**src/inc/stt_params.svh**
```systemverilog
// constants shared by both ends of the split transaction translator
`ifndef STT_PARAMS_SVH
`define STT_PARAMS_SVH
`define STT_CLK_HZ 20000000
`define STT_UFRAME_NS 125000
`define STT_UFRAME_CYC ((`STT_UFRAME_NS * 20) / 1000)
`define STT_UFRAMES_PER_FRAME 8
`define STT_FRAME_GUARD_CYC 16'h00C8
`define STT_FS_XACT_CYC 8'h20
`define STT_PER_DEPTH 4
`define STT_NP_DEPTH 2
`define STT_ADDR_W 7
`define STT_DATA_W 32
`define STT_HUB_ADDR_RST 7'h01
`endif

```
**src/inc/stt_pkg.sv**
```systemverilog
// types shared by both ends of the split transaction translator
package stt_pkg;
  typedef enum logic [1:0] {
    XFER_ISO  = 2'h0,
    XFER_INT  = 2'h1,
    XFER_BULK = 2'h2,
    XFER_CTRL = 2'h3
  } xfer_t;
  typedef enum logic [2:0] {
    RESP_NONE  = 3'h0,
    RESP_ACK   = 3'h1,
    RESP_NAK   = 3'h2,
    RESP_NYET  = 3'h3,
    RESP_STALL = 3'h4,
    RESP_ERR   = 3'h5,
    RESP_DATA  = 3'h6
  } resp_t;
  typedef struct packed {
    logic [6:0] hub_addr;
    logic [6:0] dev_addr;
    logic [3:0] endp;
    xfer_t xfer;
    logic is_in;
    logic low_speed;
  } split_tok_t;
endpackage

```
**src/inc/stt_if.sv**
```systemverilog
// high-speed split link between host controller and translator
`timescale 1ns/1ps
interface stt_if;
  logic ss_valid;
  logic cs_valid;
  stt_pkg::split_tok_t tok;
  logic [31:0] out_data;
  logic ready;
  logic resp_valid;
  stt_pkg::resp_t resp;
  logic [31:0] in_data;
  logic sof;
  modport host (output ss_valid, output cs_valid, output tok, output out_data,
                output sof, input ready, input resp_valid, input resp, input in_data);
  modport tt (input ss_valid, input cs_valid, input tok, input out_data,
              input sof, output ready, output resp_valid, output resp, output in_data);
endinterface

```
**src/verilog/stt_frame_timer.sv**
```systemverilog
// frame timer slaved to upstream microframe starts
`timescale 1ns/1ps
`include "stt_params.svh"
module stt_frame_timer (
  // clock and reset
  input wire logic core_clk_i,
  input wire logic rst_n_i,
  // microframe start from the high-speed side
  input wire logic uframe_i,
  // frame timing
  output logic frame_start_o,
  output logic time_ok_o
);
  logic [2:0] uf, next_uf;
  logic [15:0] left, next_left;
  logic fs, next_fs;
  localparam logic [15:0] FRAME_CYC = 16'(`STT_UFRAME_CYC * `STT_UFRAMES_PER_FRAME);
  always_comb begin
    next_uf = uf;
    next_left = (left != 16'h0000) ? left - 16'h0001 : left;
    next_fs = 1'b0;
    if (uframe_i) begin
      next_uf = uf + 3'h1;
      if (uf == 3'h7) begin
        next_fs = 1'b1;
        next_left = FRAME_CYC;
      end
    end
  end
  always_ff @(posedge core_clk_i or negedge rst_n_i) begin
    if (!rst_n_i) begin
      uf <= 3'h7;
      left <= 16'h0000;
      fs <= 1'b0;
    end else begin
      uf <= next_uf;
      left <= next_left;
      fs <= next_fs;
    end
  end
  assign frame_start_o = fs;
  // guard keeps a bulk transaction from running past the frame end
  assign time_ok_o = left > `STT_FRAME_GUARD_CYC;
endmodule // stt_frame_timer

```
**src/verilog/stt_tt.sv**
```systemverilog
// translator end: high-speed handler, buffers and full/low-speed handler
// Summary of operation
// - isolate high-speed from full/low-speed signaling
// - high-speed function upstream, host downstream
// - accept start-splits, answer complete-splits from buffers
// - store each downstream outcome for complete-split
// - handlers meet only through shared buffers
// - separate periodic and non-periodic sections
// - track state per buffered transaction by type
// - no preamble upstream; low speed in token
// - splits only between host and hub
// - buffer start-split; handshake only where defined
// - periodic start-splits served in arrival order
// - periodic complete-split answered from buffer head result, non-periodic from the buffer matching device and endpoint
// - report shared or per-port organization
// - outbound entries keep payload, inbound do not
// - periodic start and complete stores separate
// - host keeps periodic stores fed and drained
// - host sends just in time, collects promptly
// - host issues complete-split later for result
// - refuse non-periodic start-split with NAK when full
// - bulk/control served round robin with time left
// - frame timer follows upstream microframes
`timescale 1ns/1ps
`include "stt_params.svh"
module stt_tt (
  // clock and reset
  input wire logic core_clk_i,
  input wire logic rst_n_i,
  // high-speed upstream link
  stt_if.tt up,
  // configuration
  input wire logic [6:0] hub_addr_i,
  input wire logic multi_tt_i,
  output logic multi_tt_o,
  // full/low-speed downstream bus
  output logic fs_start_o,
  output stt_pkg::split_tok_t fs_tok_o,
  output logic [31:0] fs_data_o,
  output logic fs_pre_o,
  input wire logic fs_done_i,
  input wire stt_pkg::resp_t fs_resp_i,
  input wire logic [31:0] fs_in_data_i
);
  localparam int PD = `STT_PER_DEPTH;
  localparam int ND = `STT_NP_DEPTH;
  typedef enum logic [2:0] {ST_OLD = 3'b001, ST_PEND = 3'b010, ST_READY = 3'b100} ent_t;
  typedef enum logic [2:0] {FS_IDLE = 3'b001, FS_PER = 3'b010, FS_NP = 3'b100} fs_t;
  // periodic start-split store and complete-split store
  stt_pkg::split_tok_t ss_tok [PD];
  logic [31:0] ss_dat [PD];
  logic [1:0] ss_wp, ss_rp, next_ss_wp, next_ss_rp;
  logic [2:0] ss_cnt, next_ss_cnt;
  stt_pkg::resp_t cs_res [PD];
  logic [31:0] cs_dat [PD];
  logic [1:0] cs_wp, cs_rp, next_cs_wp, next_cs_rp;
  logic [2:0] cs_cnt, next_cs_cnt;
  // non-periodic buffers, each reused for its result
  stt_pkg::split_tok_t np_tok [ND];
  logic [31:0] np_dat [ND];
  stt_pkg::resp_t np_res [ND];
  ent_t np_st [ND], next_np_st [ND];
  logic np_rr, next_np_rr, np_sel, next_np_sel;
  fs_t fs, next_fs;
  logic resp_v, next_resp_v;
  stt_pkg::resp_t resp, next_resp;
  logic [31:0] rdat, next_rdat;
  logic fsgo, next_fsgo;
  stt_pkg::split_tok_t ftok, next_ftok;
  logic [31:0] fdat, next_fdat;
  logic time_ok, for_me, per, org_meta, org;
  logic np_free, np_fslot, np_cs_hit, np_cs_idx, np_pick, np_any;
  function automatic logic is_per(input stt_pkg::xfer_t x);
    return (x == stt_pkg::XFER_ISO) || (x == stt_pkg::XFER_INT);
  endfunction
  stt_frame_timer timer (
    .core_clk_i(core_clk_i),
    .rst_n_i(rst_n_i),
    .uframe_i(up.sof),
    .frame_start_o(),
    .time_ok_o(time_ok)
  );
  assign for_me = up.tok.hub_addr == hub_addr_i;
  assign per = is_per(up.tok.xfer);
  always_comb begin
    np_free = 1'b0;
    np_fslot = 1'b0;
    np_cs_hit = 1'b0;
    np_cs_idx = 1'b0;
    np_any = 1'b0;
    np_pick = np_rr;
    for (int i = ND - 1; i >= 0; i--) begin
      if (np_st[i] == ST_OLD) begin
        np_free = 1'b1;
        np_fslot = 1'(i);
      end
      if (np_st[i] != ST_OLD && np_tok[i].dev_addr == up.tok.dev_addr &&
          np_tok[i].endp == up.tok.endp) begin
        np_cs_hit = 1'b1;
        np_cs_idx = 1'(i);
      end
    end
    if (np_st[np_rr] == ST_PEND) begin
      np_any = 1'b1;
      np_pick = np_rr;
    end else if (np_st[~np_rr] == ST_PEND) begin
      np_any = 1'b1;
      np_pick = ~np_rr;
    end
  end
  // upstream (high-speed) handler; only touches the stores
  always_comb begin
    next_ss_wp = ss_wp;
    next_ss_rp = ss_rp;
    next_ss_cnt = ss_cnt;
    next_cs_wp = cs_wp;
    next_cs_rp = cs_rp;
    next_cs_cnt = cs_cnt;
    next_resp_v = 1'b0;
    next_resp = stt_pkg::RESP_NONE;
    next_rdat = rdat;
    next_np_st = np_st;
    next_np_rr = np_rr;
    next_np_sel = np_sel;
    next_fs = fs;
    next_fsgo = 1'b0;
    next_ftok = ftok;
    next_fdat = fdat;
    if (up.ss_valid && for_me) begin
      if (per) begin
        if (ss_cnt != 3'(PD)) begin
          next_ss_wp = ss_wp + 2'h1;
          next_ss_cnt = next_ss_cnt + 3'h1;
        end
        // isochronous start-splits carry no handshake phase
        next_resp_v = up.tok.xfer == stt_pkg::XFER_INT;
        next_resp = stt_pkg::RESP_ACK;
      end else begin
        next_resp_v = 1'b1;
        if (np_free) begin
          next_np_st[np_fslot] = ST_PEND;
          next_resp = stt_pkg::RESP_ACK;
        end else begin
          next_resp = stt_pkg::RESP_NAK;
        end
      end
    end else if (up.cs_valid && for_me) begin
      next_resp_v = 1'b1;
      if (per) begin
        if (cs_cnt != 3'h0) begin
          next_resp = cs_res[cs_rp];
          next_rdat = cs_dat[cs_rp];
          next_cs_rp = cs_rp + 2'h1;
          next_cs_cnt = next_cs_cnt - 3'h1;
        end else begin
          next_resp = stt_pkg::RESP_NYET;
        end
      end else if (np_cs_hit && np_st[np_cs_idx] == ST_READY) begin
        next_resp = np_res[np_cs_idx];
        next_rdat = np_dat[np_cs_idx];
        next_np_st[np_cs_idx] = ST_OLD;
      end else begin
        next_resp = stt_pkg::RESP_NYET;
      end
    end
    // downstream handler: acts as host on the slow bus
    case (fs)
      FS_IDLE: begin
        if (ss_cnt != 3'h0 && cs_cnt != 3'(PD)) begin
          next_fsgo = 1'b1;
          next_ftok = ss_tok[ss_rp];
          next_fdat = ss_dat[ss_rp];
          next_ss_rp = ss_rp + 2'h1;
          next_ss_cnt = next_ss_cnt - 3'h1;
          next_fs = FS_PER;
        end else if (np_any && time_ok) begin
          next_fsgo = 1'b1;
          next_ftok = np_tok[np_pick];
          next_fdat = np_dat[np_pick];
          next_np_sel = np_pick;
          next_np_rr = ~np_pick;
          next_fs = FS_NP;
        end
      end
      FS_PER: begin
        if (fs_done_i) begin
          next_cs_wp = cs_wp + 2'h1;
          next_cs_cnt = next_cs_cnt + 3'h1;
          next_fs = FS_IDLE;
        end
      end
      FS_NP: begin
        if (fs_done_i) begin
          next_np_st[np_sel] = ST_READY;
          next_fs = FS_IDLE;
        end
      end
      default: next_fs = FS_IDLE;
    endcase
  end
  // buffer contents: payload kept for outbound only
  always_ff @(posedge core_clk_i) begin
    if (up.ss_valid && for_me && per && ss_cnt != 3'(PD)) begin
      ss_tok[ss_wp] <= up.tok;
      ss_dat[ss_wp] <= up.tok.is_in ? 32'h0000_0000 : up.out_data;
    end
    if (up.ss_valid && for_me && !per && np_free) begin
      np_tok[np_fslot] <= up.tok;
      np_dat[np_fslot] <= up.tok.is_in ? 32'h0000_0000 : up.out_data;
    end
    if (fs == FS_PER && fs_done_i) begin
      cs_res[cs_wp] <= fs_resp_i;
      cs_dat[cs_wp] <= fs_in_data_i;
    end
    if (fs == FS_NP && fs_done_i) begin
      np_res[np_sel] <= fs_resp_i;
      np_dat[np_sel] <= fs_in_data_i;
    end
  end
  always_ff @(posedge core_clk_i or negedge rst_n_i) begin
    if (!rst_n_i) begin
      ss_wp <= 2'h0;
      ss_rp <= 2'h0;
      ss_cnt <= 3'h0;
      cs_wp <= 2'h0;
      cs_rp <= 2'h0;
      cs_cnt <= 3'h0;
      np_st <= '{default: ST_OLD};
      np_rr <= 1'b0;
      org_meta <= 1'b0;
      org <= 1'b0;
      np_sel <= 1'b0;
      fs <= FS_IDLE;
      resp_v <= 1'b0;
      resp <= stt_pkg::RESP_NONE;
      rdat <= 32'h0000_0000;
      fsgo <= 1'b0;
      ftok <= '0;
      fdat <= 32'h0000_0000;
    end else begin
      ss_wp <= next_ss_wp;
      ss_rp <= next_ss_rp;
      ss_cnt <= next_ss_cnt;
      cs_wp <= next_cs_wp;
      cs_rp <= next_cs_rp;
      cs_cnt <= next_cs_cnt;
      np_st <= next_np_st;
      np_rr <= next_np_rr;
      np_sel <= next_np_sel;
      fs <= next_fs;
      resp_v <= next_resp_v;
      resp <= next_resp;
      rdat <= next_rdat;
      fsgo <= next_fsgo;
      ftok <= next_ftok;
      fdat <= next_fdat;
      org_meta <= multi_tt_i;
      org <= org_meta;
    end
  end
  // upstream and downstream ports never share a wire
  assign up.ready = 1'b1;
  assign up.resp_valid = resp_v;
  assign up.resp = resp;
  assign up.in_data = rdat;
  assign fs_start_o = fsgo;
  assign fs_tok_o = ftok;
  assign fs_data_o = fdat;
  // preamble only downstream, decoded from the token
  assign fs_pre_o = fsgo & ftok.low_speed;
  assign multi_tt_o = org; // strap comes from a pin, so two flops first
endmodule // stt_tt
```
**src/flat_wrapper.sv**
```systemverilog
// flat-port wrapper written by rule: the top's interface ports become plain ports
module stt_tt_flat 
  (core_clk_i, rst_n_i, hub_addr_i, multi_tt_i, multi_tt_o, fs_start_o, fs_tok_o, fs_data_o, fs_pre_o, fs_done_i, fs_resp_i, fs_in_data_i, up_ss_valid, up_cs_valid, up_tok, up_out_data, up_sof, up_ready, up_resp_valid, up_resp, up_in_data);
  stt_if up_i ();
  input wire logic core_clk_i;
  input wire logic rst_n_i;
  input wire logic [6:0] hub_addr_i;
  input wire logic multi_tt_i;
  output logic multi_tt_o;
  output logic fs_start_o;
  output stt_pkg::split_tok_t fs_tok_o;
  output logic [31:0] fs_data_o;
  output logic fs_pre_o;
  input wire logic fs_done_i;
  input wire stt_pkg::resp_t fs_resp_i;
  input wire logic [31:0] fs_in_data_i;
  input wire logic [$bits(up_i.ss_valid)-1:0] up_ss_valid;
  input wire logic [$bits(up_i.cs_valid)-1:0] up_cs_valid;
  input wire logic [$bits(up_i.tok)-1:0] up_tok;
  input wire logic [$bits(up_i.out_data)-1:0] up_out_data;
  input wire logic [$bits(up_i.sof)-1:0] up_sof;
  output wire logic [$bits(up_i.ready)-1:0] up_ready;
  output wire logic [$bits(up_i.resp_valid)-1:0] up_resp_valid;
  output wire logic [$bits(up_i.resp)-1:0] up_resp;
  output wire logic [$bits(up_i.in_data)-1:0] up_in_data;
  assign up_i.ss_valid = up_ss_valid;
  assign up_i.cs_valid = up_cs_valid;
  assign up_i.tok = up_tok;
  assign up_i.out_data = up_out_data;
  assign up_i.sof = up_sof;
  assign up_ready = up_i.ready;
  assign up_resp_valid = up_i.resp_valid;
  assign up_resp = up_i.resp;
  assign up_in_data = up_i.in_data;
  stt_tt u_core (.core_clk_i(core_clk_i), .rst_n_i(rst_n_i), .up(up_i), .hub_addr_i(hub_addr_i), .multi_tt_i(multi_tt_i), .multi_tt_o(multi_tt_o), .fs_start_o(fs_start_o), .fs_tok_o(fs_tok_o), .fs_data_o(fs_data_o), .fs_pre_o(fs_pre_o), .fs_done_i(fs_done_i), .fs_resp_i(fs_resp_i), .fs_in_data_i(fs_in_data_i));
endmodule
```
**config.mk**
```make
export PLATFORM = sky130hd
export DESIGN_NAME = stt_tt_flat
export DESIGN_NICKNAME = d
export VERILOG_FILES = /design/src/inc/stt_pkg.sv /design/src/inc/stt_if.sv /design/src/verilog/stt_frame_timer.sv /design/src/verilog/stt_tt.sv /design/src/flat_wrapper.sv
export VERILOG_INCLUDE_DIRS = /design/src /design/src/inc
export SDC_FILE = /design/constraint.sdc
export NUM_CORES = 1
export LEC_CHECK = 0
export BUFFER_PORTS_ARGS = -buffer_cell sky130_fd_sc_hd__buf_2
export CORE_ASPECT_RATIO = 2
export CORE_UTILIZATION = 60
export DETAILED_ROUTE_END_ITERATION = 10
export PLACE_DENSITY = 0.86
export SLEW_MARGIN = 10
export SYNTH_ARGS = -nofsm -noshare
export SYNTH_HDL_FRONTEND = slang
export SYNTH_SLANG_ARGS = --single-unit
```
**constraint.sdc**
```tcl
create_clock -name core_clk_i -period 5.9 [get_ports core_clk_i]
set_clock_uncertainty 0.1 [all_clocks]
set_input_delay 0.885 -clock core_clk_i [delete_from_list [all_inputs] [get_ports core_clk_i]]
set_output_delay 0.885 -clock core_clk_i [all_outputs]
set_load 0.02 [all_outputs]
```
==> run_results.csv <==
group,metric,value,unit
synth,synthMuxAreaShare,0.1329,
sta,setup-violations-final,0,
cts,ctsResizeCount,0,
worst_setup_path,r2r-end,"u_core.up.in_data[3]$_DFFE_PN0P_",
synth,synth-adder-area-share,0.009170,
worst_setup_path,criticalPathCategory,"in2reg",
die,fp.dieW,148.2,um
global_routing,grt_pass1_wl,92010,um
cts,clock-root-buffer,"clkbuf_16",
detailed_routing,ant_nets,0,
cts,cts_buffers,51,
cts,ctsHoldBuffers,0,
pwr,clock_power_share,0.297,
sta,fin_crit_sh,0.6522,
synth,synth_enable_flop_cells,470,
sta,hold_violations,0,
global_routing,grt_start_max_net_pins,75,
detailed_routing,wl_per_cell,25.31,um
cells_and_area,drive_above_1_share,0.2598,
synth,synth_simple_gate_area_frac,0.06239,
die,dieArea,43630,sq um
synth,ys.flop_type,"edfxtp_1",
place,portBuffers,195,
synth,async_reset_ff_frac,0.2257,
cts,clockBufferDepth,3,
pwr,p_comb_frac,0.255,
synth,yosysUniqueCellTypes,64,
cells_and_area,final_common_cell,"edfxtp_1",
sta,setup_ws,2.052,ns
synth,synth_xor_area_frac,0.01776,
hold_path,worstHoldPathType,"in2async",
cts,cts_tree,"done",
cells_and_area,final_cell_mix,"edfxtp_1, buf_2, nand2_1",
sta,final.setup.tns,0,ns
cells_and_area,area_growth_syn_to_layout,12.62,%
cts,cts_max_level,2,
worst_setup_path,critPathRequiredTime,6.01,ns
cells_and_area,utilization,0.6871,
cells_and_area,fin_area,28890,sq um
cts,cts_sinks,607,
worst_setup_path,cp_max_fo,49,
detailed_routing,drtIter0Drc,1501,
die,rows,106,
cts,cts.clk_slew.worst_paths,0.07,ns
pwr,p_sw_frac,0.2953,
worst_setup_path,cp_data_arrival_time,3.96,ns
place,dp.cells,2307,
worst_setup_path,start_kind,"input port",
synth,seq_area_frac_synth,0.6842,
pwr,intPower,8.467,mW
global_routing,grt_usage,0.2848,
synth,ys_warn_count,0,
global_routing,grt_pass1_vias,15730,
pwr,p_leak,10.68,nW
detailed_routing,vias,15230,
detailed_routing,drt_wl_total,60860,um
worst_setup_path,r2r-start,"u_core.np_st[3]$_DFF_PN1_",
global_routing,grt-ovfl-total,0,
die,design.portCount,197,
synth,syn_avg_cell_area,15.55,sq um
synth,ys_ff_latch,607,
detailed_routing,drc,0,
cts,cts_setup_buffers,0,
synth,syn-num-nets,1771,
pwr,peakVddDrop,0.2668,mV
cts,clkLatencyLatePin,0.59,ns
detailed_routing,drt-vias-per-instance,6.332,
worst_setup_path,cp-end-kind,"flop",
worst_setup_path,r2r_cells,7,
sta,tightestPinTransition,1.161,ns
global_routing,antenna_found_initial,3,
synth,synthCells,1650,
sta,drv_slew,0,
sta,min_period,3.848,ns
place,hpwl,39630,um
place,place_area,27100,sq um
sta,fmax,259.9,MHz
die,core_area,42040,sq um
flow_run,maxCapViolCount,0,
sta,fin_hold_ws,0.06023,ns
pwr,powerDensity,415.9,nW/um^2
synth,syn_area,25650,sq um
cells_and_area,nNetsFinal,1941,
sta,rsz0062_at_grt,"false",
pwr,p_switching,3.549,mW
worst_setup_path,reg2reg_setup_slack,2.39,ns
die,die_h,294.4,um
place,dp_worst_setup_slack,1.556,ns
cells_and_area,final_cells,2405,
die,initial_core_util,0.6101,
detailed_routing,first_pass_iters,6,
place,gp_congestion,0.8351,
run_status,status,"finished, final reports clean",
synth,synth_top_family_by_area,"multiplexers",
pwr,sequentialPowerShare,0.448,
synth,synth_compound_area_frac,0.06273,
pwr,total_power,12.02,mW
sta,relSlewSlack,0.2259,
cells_and_area,fill_cells,2625,
==> worst max-delay path by stage <==
stage,startpoint,endpoint
floorplan,hub_addr_i[6],u_core.np_dat[1][0]$_DFFE_PP_
global placement,up_tok[21],u_core.np_dat[1][13]$_DFFE_PP_
detailed placement,up_tok[21],u_core.ss_tok[0][16]$_DFFE_PP_
CTS,up_tok[21],u_core.ss_tok[2][7]$_DFFE_PP_
global route,up_tok[21],u_core.ss_tok[2][15]$_DFFE_PP_
finish,up_tok[21],u_core.ss_tok[2][15]$_DFFE_PP_
==> synthesized netlist by cell type (4+ instances only) <==
library cell / n / area [sq um]
a21oi_1: 27 / 135.1
a22o_1: 16 / 140.1
a311oi_1: 16 / 140.1
a32o_1: 16 / 160.2
and2_1: 13 / 81.33
buf_2: 22 / 110.1
buf_6: 9 / 101.4
clkbuf_1: 64 / 240.2
dfrtp_1: 131 / 3278
dfstp_2: 6 / 157.7
edfxtp_1: 470 / 14110
ha_1: 18 / 225.2
inv_1: 83 / 311.6
mux2_2: 18 / 202.7
mux2_4: 40 / 600.6
mux2i_1: 60 / 600.6
mux4_2: 89 / 2004
nand2_1: 171 / 641.9
nand2b_1: 37 / 231.5
nand3_1: 8 / 40.04
nand4_1: 5 / 31.28
nor2_1: 26 / 97.59
nor2b_1: 4 / 25.02
nor3_1: 8 / 40.04
nor3b_1: 6 / 45.04
nor4_1: 23 / 143.9
o211ai_1: 16 / 120.1
o21ai_0: 143 / 715.7
or3_1: 6 / 37.54
xnor2_1: 21 / 183.9
xor2_1: 31 / 271.5
==> flip-flops by register name, summed over array words and instances, names as in the netlist, 6 cells and up <==
name and flops:
u_core.cs_dat 128, u_core.ss_dat 128, u_core.ss_tok 88, u_core.np_dat 64, u_core.np_tok 44, u_core.fs_data_o 32, u_core.up.in_data 32, u_core.fs_tok_o 22
u_core.timer.left 16, u_core.cs_res 12, u_core.np_res 6, u_core.np_st 6
==> worst max-delay path, stage by stage <==
cell      delay, ns
buf_2          0.14
xor2_1         0.18
nor4_1         0.53
nand3_1        0.51
a211oi_2       0.69
and2_2         0.33
buf_4          0.63
==> cell families after synthesis <==
group | count (synthesis)
flops | 607
simple gates | 326
compound gates | 255
mux | 207
buf+inv | 183
xor+xnor | 52
fa+ha+maj | 19
other cells | 1
==> per-layer routing <==
layer / up-vias / GRT usage / part of all wire
met4: 4 / 0.1466 / 0.052
met1: 7690 / 0.3442 / 0.35
met3: 165 / 0.04118 / 0.075
li1: 6541 / - / -
met5: - / 0 / 0.00035
met2: 828 / 0.4948 / 0.52
==> power groups by stage <==
| stage | registers (mW) | logic, mW | clock network [mW] |
|---|---|---|---|
| after floorplan | 5.55 | 2.07 | 0 |
| after global placement | 5.44 | 2.93 | 0 |
| after detailed placement | 5.46 | 3.04 | 0 |
| after CTS | 5.38 | 3.09 | 3.61 |
| after global routing | 5.43 | 3.30 | 3.75 |
| final | 5.38 | 3.06 | 3.57 |
==> layout make-up <==
cell class,count,area (sq um),area share
timing repair buffer,217,1185,0.04102
tap,540,675.6,0.02339
sequential,607,17560,0.6077
clock buffer,67,1408,0.04872
clock inverter,29,374.1,0.01295
antenna,2,5.005,0.0001732
multi-input combinational,860,7373,0.2552
inverter,83,311.5,0.01078
Power figures use the tool's default switching activity.
